[config.mk]
export PLATFORM = sky130hd
export DESIGN_NAME = safe_stop_input
export DESIGN_NICKNAME = d
export VERILOG_FILES = /design/src/rtl/safe_stop_pkg.sv /design/src/rtl/safe_stop_input.sv
export SDC_FILE = /design/constraint.sdc
export NUM_CORES = 1
export LEC_CHECK = 0
export BUFFER_PORTS_ARGS = -buffer_cell sky130_fd_sc_hd__buf_2
export CAP_MARGIN = 20
export CORE_ASPECT_RATIO = 0.6
export CORE_MARGIN = 1
export CORE_UTILIZATION = 62
export DETAILED_ROUTE_END_ITERATION = 10
export PLACE_DENSITY = 0.91
export SLEW_MARGIN = 20
export SYNTH_ARGS = -nofsm -noshare
export SYNTH_HDL_FRONTEND = slang
export SYNTH_SLANG_ARGS = --single-unit
export TNS_END_PERCENT = 20
[constraint.sdc]
create_clock -name clock -period 5.6 [get_ports clock]
set_input_delay 0.56 -clock clock [delete_from_list [all_inputs] [get_ports clock]]
set_output_delay 0.56 -clock clock [all_outputs]
set_load 0.005 [all_outputs]
[src/rtl/safe_stop_pkg.sv]
// shared constants and carriers for the dual-channel safe stop input monitor
package safe_stop_pkg;
  localparam int unsigned CLOCK_HZ           = 25_000_000;
  localparam int unsigned MIN_SAMPLE_US      = 1000;
  localparam int unsigned MIN_SAMPLE_CYCLES  =
    (MIN_SAMPLE_US * (CLOCK_HZ / 1_000_000) + 0) ;
  localparam logic [7:0]  COMMISSION_CODE    = 8'h5f;
  localparam logic [15:0] CHECKSUM_FAULT_VAL = 16'h03e8;
  localparam logic [15:0] DOWNLOAD_FAULT_VAL = 16'h07d4;
  localparam logic [15:0] NO_FAULT_VAL       = 16'h0000;
  localparam int unsigned MAX_PARALLEL       = 12;
  localparam int unsigned DIN_COUNT          = 24;
  localparam logic [5:0]  FUNC_RST           = 6'h00;

  // register offsets
  localparam logic [3:0] ADDR_FUNC_ENABLE    = 4'h0;
  localparam logic [3:0] ADDR_CTRL_TOL       = 4'h1;
  localparam logic [3:0] ADDR_POWER_TOL      = 4'h2;
  localparam logic [3:0] ADDR_CTRL_FILT      = 4'h3;
  localparam logic [3:0] ADDR_POWER_FILT     = 4'h4;
  localparam logic [3:0] ADDR_MODE           = 4'h5;
  localparam logic [3:0] ADDR_SAMPLE_DIV     = 4'h6;
  localparam logic [3:0] ADDR_SELECT_BASE    = 4'h7;
  localparam logic [3:0] ADDR_STATUS         = 4'h8;
  localparam logic [3:0] ADDR_ACK            = 4'h9;
  localparam logic [3:0] ADDR_PARALLEL       = 4'ha;
  localparam logic [3:0] ADDR_CHECKSUM       = 4'hb;
  localparam logic [3:0] ADDR_ACTUAL_SUM     = 4'hc;
  localparam logic [3:0] ADDR_ACCEPT_VAL     = 4'hd;

  // function enable field positions
  localparam int unsigned EN_CTRL_FUNC   = 0;
  localparam int unsigned EN_POWER_FUNC  = 1;
  localparam int unsigned EN_CTRL_BRAKE  = 2;
  localparam int unsigned EN_POWER_BRAKE = 3;
  localparam int unsigned EN_BRAKE_CTRL  = 4;
  localparam int unsigned EN_ACTIVATE    = 5;

  // ack register field positions
  localparam int unsigned ACK_FAULTS     = 0;
  localparam int unsigned ACK_DOWNLOAD   = 1;

  typedef enum logic [2:0] {
    DISC_IDLE  = 3'b001,
    DISC_WAIT  = 3'b010,
    DISC_FAULT = 3'b100
  } disc_state_t;

  typedef struct packed {
    logic        pulses_enabled;
    logic        brake_open;
    logic        brake_test;
    logic        ctrl_discrepancy_fault;
    logic        power_discrepancy_fault;
    logic        monitor_alignment_fault;
    logic        coast_down_reaction;
  } stop_out_t;
endpackage : safe_stop_pkg

[src/rtl/safe_stop_input.sv]
// dual-channel safe stop input monitor for one drive
//
// Local design decisions: the address-and-strobe port and the address map.
`timescale 1ns/10ps
// Functional notes
// - high input deselects the stop, low input selects it
// - channels disagreeing past tolerance raise a lowest-severity discrepancy fault
// - selection on either channel removes pulses at once
// - terminal sampled on a controller-cycle multiple, never faster than 1 ms
// - up to 12 first-channel inputs ANDed for parallel power units
// - AND width equals configured parallel component count
// - per-channel adjustable filter suppresses short test pulses; selection here also reacts to the unfiltered inputs
// - first-channel input chosen from any digital input
// - selection and faults act on this drive only
// - incompatible version at mode 95 raises alignment fault, coast-down reaction
// - alignment fault cannot be cleared while mode 95 is active
// - incompatibility forces pulse suppression and brake closing if configured
// - incompatibility blocks enabling torque-off and brake functions
// - checksum mismatch raises acceptance fault value 1000
// - configuration download raises acceptance fault value 2004
// - activating settings updates reference checksum automatically
// - with brake enabled, every selection closes brake and tests brake path
// - evaluation runs once per safety monitoring cycle
module safe_stop_input
  import safe_stop_pkg::*;
#(
  parameter int unsigned PARALLEL_MAX = MAX_PARALLEL,
  parameter int unsigned DIN_WIDTH    = DIN_COUNT
) (
  input  wire logic                 clock,
  input  wire logic                 rst,
  input  wire logic [DIN_WIDTH-1:0] digital_inputs,
  input  wire logic                 enable_pulses_terminal,
  input  wire logic                 monitor_tick,
  input  wire logic                 current_ctrl_tick,
  input  wire logic                 version_incompatible,
  input  wire logic                 config_download,
  input  wire logic [3:0]           addr,
  input  wire logic [15:0]          wdata,
  input  wire logic                 wr,
  input  wire logic                 rd,
  output stop_out_t                 stop_out,
  output logic [15:0]               rdata
);
  localparam int unsigned SEL_W = $clog2(DIN_WIDTH);

  if (PARALLEL_MAX < 1 || PARALLEL_MAX > MAX_PARALLEL || DIN_WIDTH < 2) begin : g_bad_params
    $error("unsupported parameters");
  end

  ////////////////////////////////////////////////////////////////////////////
  // configuration registers
  logic [5:0]        function_enable, next_function_enable;
  logic [15:0]       ctrl_changeover_tolerance, next_ctrl_changeover_tolerance;
  logic [15:0]       power_changeover_tolerance, next_power_changeover_tolerance;
  logic [7:0]        ctrl_input_filter_time, next_ctrl_input_filter_time;
  logic [7:0]        power_input_filter_time, next_power_input_filter_time;
  logic [7:0]        commissioning_mode_select, next_commissioning_mode_select;
  logic [7:0]        sample_div, next_sample_div;
  logic [3:0]        parallel_component_count, next_parallel_component_count;
  logic [SEL_W-1:0]  first_path_input_select [PARALLEL_MAX];
  logic [SEL_W-1:0]  next_first_path_input_select [PARALLEL_MAX];
  logic [15:0]       power_reference_checksum, next_power_reference_checksum;
  logic [15:0]       power_actual_checksum;
  logic [15:0]       accept_value, next_accept_value;
  logic              monitor_alignment_fault, next_monitor_alignment_fault;
  logic              ctrl_fault, power_fault;
  logic [15:0]       next_rdata;
  logic              commissioning;
  logic              ack_wr;

  assign commissioning = (commissioning_mode_select == COMMISSION_CODE);
  assign ack_wr        = wr && addr == ADDR_ACK;
  assign power_actual_checksum = {ctrl_changeover_tolerance ^ power_changeover_tolerance}
                                 ^ {8'h00, function_enable, 2'b00};

  always_comb begin
    next_function_enable            = function_enable;
    next_ctrl_changeover_tolerance  = ctrl_changeover_tolerance;
    next_power_changeover_tolerance = power_changeover_tolerance;
    next_ctrl_input_filter_time     = ctrl_input_filter_time;
    next_power_input_filter_time    = power_input_filter_time;
    next_commissioning_mode_select  = commissioning_mode_select;
    next_sample_div                 = sample_div;
    next_parallel_component_count   = parallel_component_count;
    next_power_reference_checksum   = power_reference_checksum;
    next_accept_value               = accept_value;
    next_first_path_input_select    = first_path_input_select;
    if (wr) begin
      case (addr)
        ADDR_FUNC_ENABLE: begin
          if (version_incompatible)
            next_function_enable = wdata[5:0] & 6'h30;
          else
            next_function_enable = wdata[5:0];
        end
        ADDR_CTRL_TOL:   next_ctrl_changeover_tolerance  = wdata;
        ADDR_POWER_TOL:  next_power_changeover_tolerance = wdata;
        ADDR_CTRL_FILT:  next_ctrl_input_filter_time     = wdata[7:0];
        ADDR_POWER_FILT: next_power_input_filter_time    = wdata[7:0];
        ADDR_MODE:       next_commissioning_mode_select  = wdata[7:0];
        ADDR_SAMPLE_DIV: next_sample_div                 = wdata[7:0];
        ADDR_SELECT_BASE:
          if (wdata[15:12] < PARALLEL_MAX && wdata[SEL_W-1:0] < DIN_WIDTH)
            next_first_path_input_select[wdata[15:12]] = wdata[SEL_W-1:0];
        ADDR_PARALLEL:
          if (wdata[3:0] >= 4'h1 && wdata[3:0] <= 4'(PARALLEL_MAX))
            next_parallel_component_count = wdata[3:0];
        ADDR_CHECKSUM:   if (commissioning) next_power_reference_checksum = wdata;
        default: ;
      endcase
    end
    if (version_incompatible)
      next_function_enable = next_function_enable & 6'h30;
    // reference follows the configuration that is being activated
    if (wr && addr == ADDR_FUNC_ENABLE && wdata[EN_ACTIVATE])
      next_power_reference_checksum = (next_ctrl_changeover_tolerance
                                       ^ next_power_changeover_tolerance)
                                      ^ {8'h00, next_function_enable, 2'b00};
    // checksum mismatch outranks the download notice
    if (config_download)
      next_accept_value = DOWNLOAD_FAULT_VAL;
    else if (ack_wr && wdata[ACK_DOWNLOAD])
      next_accept_value = NO_FAULT_VAL;
    if (power_reference_checksum != power_actual_checksum)
      next_accept_value = CHECKSUM_FAULT_VAL;
  end

  always_ff @(posedge clock) begin
    if (rst) begin
      function_enable            <= FUNC_RST;
      ctrl_changeover_tolerance  <= 16'h0000;
      power_changeover_tolerance <= 16'h0000;
      ctrl_input_filter_time     <= 8'h00;
      power_input_filter_time    <= 8'h00;
      commissioning_mode_select  <= 8'h00;
      sample_div                 <= 8'h01;
      parallel_component_count   <= 4'h1;
      power_reference_checksum   <= 16'h0000;
      accept_value               <= NO_FAULT_VAL;
      for (int i = 0; i < PARALLEL_MAX; i++) first_path_input_select[i] <= '0;
    end else begin
      function_enable            <= next_function_enable;
      ctrl_changeover_tolerance  <= next_ctrl_changeover_tolerance;
      power_changeover_tolerance <= next_power_changeover_tolerance;
      ctrl_input_filter_time     <= next_ctrl_input_filter_time;
      power_input_filter_time    <= next_power_input_filter_time;
      commissioning_mode_select  <= next_commissioning_mode_select;
      sample_div                 <= next_sample_div;
      parallel_component_count   <= next_parallel_component_count;
      power_reference_checksum   <= next_power_reference_checksum;
      accept_value               <= next_accept_value;
      first_path_input_select    <= next_first_path_input_select;
    end
  end

  ////////////////////////////////////////////////////////////////////////////
  // first channel: selectable inputs ANDed over the parallel group
  logic [PARALLEL_MAX-1:0] and_terms;
  logic                    ctrl_raw;
  genvar g;
  generate
    for (g = 0; g < PARALLEL_MAX; g++) begin : g_and
      assign and_terms[g] = (g >= parallel_component_count) ? 1'b1
                          : digital_inputs[first_path_input_select[g]];
    end
  endgenerate
  assign ctrl_raw = &and_terms;

  ////////////////////////////////////////////////////////////////////////////
  // second channel: terminal sampled on a current-controller-cycle multiple
  logic [7:0]  cyc_cnt, next_cyc_cnt;
  logic [15:0] us_cnt, next_us_cnt;
  logic        power_raw, next_power_raw;

  always_comb begin
    next_cyc_cnt   = cyc_cnt;
    next_us_cnt    = (us_cnt == 16'hffff) ? us_cnt : us_cnt + 16'h0001;
    next_power_raw = power_raw;
    if (current_ctrl_tick) begin
      next_cyc_cnt = cyc_cnt + 8'h01;
      if (cyc_cnt + 8'h01 >= sample_div && us_cnt >= 16'(MIN_SAMPLE_CYCLES)) begin
        next_power_raw = enable_pulses_terminal;
        next_cyc_cnt   = 8'h00;
        next_us_cnt    = 16'h0000;
      end
    end
  end

  always_ff @(posedge clock) begin
    if (rst) begin
      cyc_cnt   <= 8'h00;
      us_cnt    <= 16'h0000;
      power_raw <= 1'b0;
    end else begin
      cyc_cnt   <= next_cyc_cnt;
      us_cnt    <= next_us_cnt;
      power_raw <= next_power_raw;
    end
  end

  ////////////////////////////////////////////////////////////////////////////
  // per-channel filter and tolerance check, evaluated on monitor ticks
  logic [1:0]  raw_in, filt, next_filt;
  logic [7:0]  filt_cnt [2];
  logic [7:0]  next_filt_cnt [2];
  logic [7:0]  filt_lim [2];
  logic [15:0] tol_lim [2];
  logic [15:0] tol_cnt [2];
  logic [15:0] next_tol_cnt [2];
  disc_state_t disc [2];
  disc_state_t next_disc [2];
  logic [1:0]  disc_fault;

  assign raw_in   = {power_raw, ctrl_raw};
  assign filt_lim = '{ctrl_input_filter_time, power_input_filter_time};
  assign tol_lim  = '{ctrl_changeover_tolerance, power_changeover_tolerance};

  generate
    for (g = 0; g < 2; g++) begin : g_chan
      always_comb begin
        next_filt[g]     = filt[g];
        next_filt_cnt[g] = filt_cnt[g];
        next_tol_cnt[g]  = tol_cnt[g];
        next_disc[g]     = disc[g];
        if (monitor_tick) begin
          if (raw_in[g] == filt[g]) next_filt_cnt[g] = 8'h00;
          else if (filt_cnt[g] >= filt_lim[g]) begin
            next_filt[g]     = raw_in[g];
            next_filt_cnt[g] = 8'h00;
          end else next_filt_cnt[g] = filt_cnt[g] + 8'h01;
          case (disc[g])
            DISC_IDLE:
              if (next_filt[0] != next_filt[1]) begin
                next_disc[g]    = DISC_WAIT;
                next_tol_cnt[g] = 16'h0000;
              end
            DISC_WAIT:
              if (next_filt[0] == next_filt[1]) next_disc[g] = DISC_IDLE;
              else if (tol_cnt[g] >= tol_lim[g]) next_disc[g] = DISC_FAULT;
              else next_tol_cnt[g] = tol_cnt[g] + 16'h0001;
            DISC_FAULT:
              if (ack_wr && wdata[ACK_FAULTS] && next_filt[0] == next_filt[1])
                next_disc[g] = DISC_IDLE;
            default: next_disc[g] = DISC_IDLE;
          endcase
        end else if (disc[g] == DISC_FAULT && ack_wr && wdata[ACK_FAULTS]
                     && filt[0] == filt[1])
          next_disc[g] = DISC_IDLE;
      end
      always_ff @(posedge clock) begin
        if (rst) begin
          filt[g]     <= 1'b0;
          filt_cnt[g] <= 8'h00;
          tol_cnt[g]  <= 16'h0000;
          disc[g]     <= DISC_IDLE;
        end else begin
          filt[g]     <= next_filt[g];
          filt_cnt[g] <= next_filt_cnt[g];
          tol_cnt[g]  <= next_tol_cnt[g];
          disc[g]     <= next_disc[g];
        end
      end
      assign disc_fault[g] = (disc[g] == DISC_FAULT);
    end
  endgenerate
  assign ctrl_fault  = disc_fault[0];
  assign power_fault = disc_fault[1];

  ////////////////////////////////////////////////////////////////////////////
  // alignment fault, stop outputs and register reads
  stop_out_t next_stop_out;
  logic      selected;

  always_comb begin
    next_monitor_alignment_fault = monitor_alignment_fault;
    if (version_incompatible && commissioning)
      next_monitor_alignment_fault = 1'b1;
    else if (ack_wr && wdata[ACK_FAULTS] && !commissioning)
      next_monitor_alignment_fault = 1'b0;
  end

  // any channel low selects, no waiting for the other
  assign selected = !filt[0] || !filt[1] || !raw_in[0] || !raw_in[1];

  always_comb begin
    next_stop_out = '0;
    next_stop_out.ctrl_discrepancy_fault  = ctrl_fault;
    next_stop_out.power_discrepancy_fault = power_fault;
    next_stop_out.monitor_alignment_fault = next_monitor_alignment_fault;
    next_stop_out.coast_down_reaction     = next_monitor_alignment_fault;
    // only this drive's pulses are touched
    next_stop_out.pulses_enabled = !selected && !commissioning
                                   && !version_incompatible
                                   && !next_monitor_alignment_fault;
    next_stop_out.brake_open = next_stop_out.pulses_enabled
                               || !function_enable[EN_BRAKE_CTRL];
    next_stop_out.brake_test = selected && function_enable[EN_CTRL_BRAKE]
                               && function_enable[EN_POWER_BRAKE];
    if (function_enable[EN_CTRL_BRAKE] && selected)
      next_stop_out.brake_open = 1'b0;
    next_rdata = 16'h0000;
    if (rd) begin
      case (addr)
        ADDR_FUNC_ENABLE: next_rdata = {10'h000, function_enable};
        ADDR_CTRL_TOL:    next_rdata = ctrl_changeover_tolerance;
        ADDR_POWER_TOL:   next_rdata = power_changeover_tolerance;
        ADDR_CTRL_FILT:   next_rdata = {8'h00, ctrl_input_filter_time};
        ADDR_POWER_FILT:  next_rdata = {8'h00, power_input_filter_time};
        ADDR_MODE:        next_rdata = {8'h00, commissioning_mode_select};
        ADDR_SAMPLE_DIV:  next_rdata = {8'h00, sample_div};
        ADDR_STATUS:      next_rdata = {6'h00, stop_out, filt, raw_in[1]};
        ADDR_PARALLEL:    next_rdata = {12'h000, parallel_component_count};
        ADDR_CHECKSUM:    next_rdata = power_reference_checksum;
        ADDR_ACTUAL_SUM:  next_rdata = power_actual_checksum;
        ADDR_ACCEPT_VAL:  next_rdata = accept_value;
        default:          next_rdata = 16'h0000;
      endcase
    end
  end

  always_ff @(posedge clock) begin
    if (rst) begin
      monitor_alignment_fault <= 1'b0;
      stop_out                <= '0;
      rdata                   <= 16'h0000;
    end else begin
      monitor_alignment_fault <= next_monitor_alignment_fault;
      stop_out                <= next_stop_out;
      rdata                   <= next_rdata;
    end
  end
endmodule : safe_stop_input

# After elaboration in Yosys (flattened, before gate mapping)
# Memory sizes are Yosys's and may differ from the RTL's.
# Index checks and enable logic that the tools add are counted.
op_classes:
  addsub: 6
  order_cmp: 36
  eq_ne: 29
  mux: 108
  bitwise_logic: 12
  n_reduce_logical: 55
op_table:
  columns: ["op", "count"]
  rows:
  - ["$mux W16", 21]
  - ["$pmux W16 S12", 1]
  - ["$lt A5 B6 Y1 const B", 12]
  - ["$mux W8", 9]
  - ["$pmux W16 S2", 2]
  - ["$bmux W1 S5", 12]
  - ["$bwmux W60", 1]
  - ["$add A16 B1 Y16 const B", 3]
  - ["$mux W3", 14]
  - ["$mux W1", 37]
  - ["$ge A16 B16 Y1", 2]
  - ["$xor A16 B16 Y16", 2]
  - ["$xor A16 B8 Y16", 2]
  - ["$add A8 B1 Y8 const B", 3]
  - ["$eq A4 B4 Y1 const B", 6]
  - ["$ge A8 B8 Y1", 3]
  - ["$logic_and A1 B1 Y1", 24]
  - ["$mux W11", 2]
  - ["$demux W5 S4", 1]
  - ["$pmux W3 S3", 2]
  - ["$eq A16 B16 Y1 const B", 1]
  - ["$eq A4 B3 Y1 const B", 4]
  - ["$ge A16 B15 Y1 const B", 1]
  - ["$ge A3 B4 Y1 const A", 4]
  - ["other kinds (34)", 77]
totals:
  ff_bits: 208
  ram_bits: 54
  inputBits: 53
  output_inout_bits: 23
  word_cells: 284
  memories: 3
memory_table:
  columns: ["memory", "depth", "width", "rd", "rd_clocked_by_memory_dff", "wr", "line_no", "rtl"]
  rows:
  - ["tol_cnt", 2, 16, 2, 0, 2, "safe_stop_input.sv:209", "logic [15:0] tol_cnt [2];"]
  - ["filt_cnt", 2, 8, 2, 0, 2, "safe_stop_input.sv:205", "logic [7:0] filt_cnt [2];"]
  - ["disc", 2, 3, 2, 0, 2, "safe_stop_input.sv:211", "disc_state_t disc [2];"]

# Logic depth before layout (Yosys ltp)
depth:
  ltp_word: 14
  mapped_depth: 14
  depth_no_buf: 13

# Least setup slack after synthesis
# No wires, ideal clock.
synth_path:
  kind: "input to register"
  start: "input digital_inputs[23]"
  end: "memory tol_cnt[0][13]"
  setup_ns: 0.071
  t_arrival_ns: 3.457
  required_ns: 5.529
  slack_ns: 2.072
  path_stages: 12
  n_path_buf: 2
  cell_sequence: "clkbuf_1 > mux4_2 > mux2_2 > and3_1 > o31ai_1 > nor4b_4 > mux2i_4 > xor2_1 > or2_1 > buf_6 > or4_1 > a21oi_1"
synth_rtl:
  columns: ["item", "line_no", "rtl"]
  rows:
  - ["start: declaration", "safe_stop_input.sv:32", "input wire logic [DIN_WIDTH-1:0] digital_inputs,"]
  - ["end: declaration", "safe_stop_input.sv:209", null]

==> impl_results.md <==
* Status: complete, no violations
* Clock root buffer: clkbuf_16
* Synthesized flop and latch total at 256
* Syn-to-layout area delta at 6.692%
* Via Count at 15450
* Fmax at 0.2281 GHz
* IO buf count at 75
* Crit. End Element: flip-flop
* Mapped Nets at 2039
* Top cell type's share of synthesized area at 31.26%
* Pwr per Cell Area at 230.8 nW/um2
* TritonRoute pass-1 iters at 7
* CP Max Fanout at 18
* CP required at 6060 ps
* Flop pwr share at 46.3%
* Clock Latency Late Sink at 550 ps
* Met2 Use GR at 52.61%
* # rows at 45
* Sequential share of the synthesized area at 31.26%
* Worst Tran Pin Value at 1218 ps
* Critical path's largest stage delay at 740 ps
* Num ports at 76
* Psw at 1.062 mW
* Clock-pin slew on the worst setup and hold paths at 70 ps
* DRT Wirelength at 51000 um
* Post-synthesis cell area at 16400 um2
* Total Neg Setup Slack at 0 ps
* Synthesized instance count at 1922
* Distinct cells, synth at 76
* Max Cap Violations at 0
* Crit path buf inv count at 0
* Count leader, synth: dfxtp_1
* Min Hold Slack at 302.2 ps
* RSZ-0062 raised after global routing: false
* Clk buf depth at 3
* Initial Util at 64.00%
* Avg WL per Cell at 22.65 um
* Fin. max-slew vios at 0
* Routed Antenna Nets at 0
* Core Region at 25620 um2
* Fin nets at 1998
* Routability-driven placement congestion ratio at 1.021
* Final routed DRC violation total at 0
* Slew headroom at 18.36%
* Die Wd at 211.9 um
* DR iter-0 viols at 2359
* Crit-path cells: mux4_2 > mux2i_1 > o311ai_0 > nand4b_1 > nor4b_4 > mux2i_4 > xor2_2 > nor3b_1 > or2_1 > a21oi_1
* Number of synthesized flops with an enable pin at 0
* Synth top cells by count: dfxtp_1 (256), nor2_1 (233), mux2i_1 (164)
* Largest area contributor in the netlist: dfxtp_1
* Global Route Usage Sum at 37.12%
* Tcrit/Tclk final at 78.29%
* WS Path Type: reg2reg
* Logic gate share of total power at 10.8%
* Most common flop cell mapped by yosys: dfxtp_1
* YS warnings at 0
* H-tree Lvls at 1
* Mean area per synthesized cell at 8.531 um2
* Slowest-stage cell, CP: o311ai_0
* CP delay by family, top: simple AND/OR/NAND/NOR gates
* Chip Height at 128.0 um
* Initial antenna violation count at 3
* Number of global-route vias before repair at 14230
* Final Skew at 15.55 ps
* Largest net degree at the start of global routing at 110
* Fillers at 2004
* Vias/cell at 6.860
* Buffer count from post-CTS setup fixing at 0
* IR drop worst, VDD at 0.0002095 V
* Tmin final at 4384 ps
* Critical Path Source Type: flip-flop
* Hold Crit Class: in2reg
* CTS tree: built
* GR Layer Usage met1 at 52.41%
* Final setup viols at 0
* Met3 usage at 13.45%
* Global-route wire length before repair at 78580 um
* Data arrival, critical path at 4840 ps
* DIE AREA at 27120 um2
* Post-synth ARST share at 0%
* Clock power frac at 42.8%
* CTS sink count at 256
* # hold bufs at CTS at 0
* GR peak layer: met2
* Post-detail-place hpwl at 36040 um
* Final Hold Fails at 0
* Net Sw Frac at 26.29%
* Int Pwr at 2.976 mW
* Leakage at 6.544 nW
* Synth top area cells: dfxtp_1 (31%), mux2i_1 (10%), mux4_2 (7.0%), nor2_1 (5.3%), ha_1 (4.9%)
* Post-CTS Resized at 0
* Total grt overflow at 0
* Share of layout cells above drive strength 1 at 10.70%
* CTS Buf Count at 24
==> metal layers <==
metal  routed length [um]  part of all wire [%]  vias to the layer above
li1                     -                     -                     6829
met1                20540                    40                     7255
met2                20470                    40                     1195
met3                 8434                    17                      169
met4                 1549                   3.0                        0
met5                    0                     0                        -
==> placed cells by master (no fill, tap or decap), types with 32 or more instances in the layout <==
cell type,synthesis,final
xnor2_1,52,52
nand3_1,57,56
o21ai_0,67,67
mux2i_1,164,164
ha_1,64,64
mux4_2,51,51
xor2_1,45,45
nor2_1,233,231
inv_1,76,76
buf_2,18,74
dfxtp_1,256,256
a21oi_1,127,127
nor3_1,32,32
nand2_1,145,145
==> state kept, by name (all words and copies together), names as in the netlist <==
name,flops
filt,2
ctrl_input_filter_time,8
tol_cnt,32
first_path_input_select,60
power_input_filter_time,8
function_enable,6
us_cnt,16
disc,6
ctrl_changeover_tolerance,16
rdata,16
cyc_cnt,8
filt_cnt,16
commissioning_mode_select,8
power_raw,1
sample_div,8
stop_out,5
monitor_alignment_fault,1
accept_value,3
parallel_component_count,4
power_changeover_tolerance,16
power_reference_checksum,16
==> metrics by stage <==
stage	worst slack, ps	power [mW]	area, um2	utilization [%]	std cells
3_5_place_dp	1287	2.322	16650	65.01	2207
5_1_grt	946.5	4.141	17490	68.28	2252
4_1_cts	1393	4.012	17460	68.17	2250
2_1_floorplan	2072	2.201	16400	-	1922
6_report	1216	4.038	17490	68.28	2252
3_3_place_gp	1465	2.305	16650	65.00	2207
==> area by class of cell <==
type | count | area [um2] | area share [%]
clock buffer | 33 | 675.6 | 3.862
multi-input combinational | 1436 | 10360 | 59.24
inverter | 78 | 292.8 | 1.674
tap | 352 | 440.4 | 2.518
timing repair buffer | 85 | 456.7 | 2.611
sequential | 256 | 5125 | 29.30
clock inverter | 10 | 133.9 | 0.7653
antenna | 2 | 5.005 | 0.02861
==> worst reg2reg max path, delay by kind of cell (launching register included) <==
family / cells / cell delay, ps
mux: 3 / 600
flops: 1 / 630
compound gates: 2 / 970
simple gates: 4 / 1460
xor+xnor: 1 / 640
==> final timing paths <==
kind	startpoint	to	slack, ps	depth (start not counted)
min	wdata[10]	power_changeover_tolerance[10]$_SDFF_PP0_	300	3
max reg2reg	first_path_input_select[10]$_SDFFE_PP0P_	tol_cnt[1][1]$_SDFFE_PP0P_	1220	10
max	first_path_input_select[10]$_SDFFE_PP0P_	tol_cnt[1][1]$_SDFFE_PP0P_	1220	10
min reg2reg	cyc_cnt[7]$_SDFFE_PP0P_	cyc_cnt[7]$_SDFFE_PP0P_	470	2
==> power by group through the flow <==
stage / sequential [mW] / clock, mW / combinational, mW
after global placement: 1.91 / 0 / 0.396
after floorplan: 1.90 / 0 / 0.300
after global routing: 1.87 / 1.81 / 0.459
after CTS: 1.87 / 1.73 / 0.414
final: 1.87 / 1.73 / 0.438
after detailed placement: 1.91 / 0 / 0.411
==> cell families (layout without fill, tap and decap cells) <==
logic type / Yosys count / after routing / share of synthesized area (%)
XOR/XNOR: 99 / 99 / 5.380
adder cells (fa/ha/maj): 64 / 64 / 4.884
other: 0 / 2 / 0
multiplexers: 234 / 234 / 18.57
AND/OR/NAND/NOR: 663 / 663 / 19.63
buffers and inverters: 230 / 206 / 5.769
AO/OA/AOI/OAI: 376 / 376 / 14.51
flip-flops: 256 / 256 / 31.26
(Power assumes the default switching activity.)
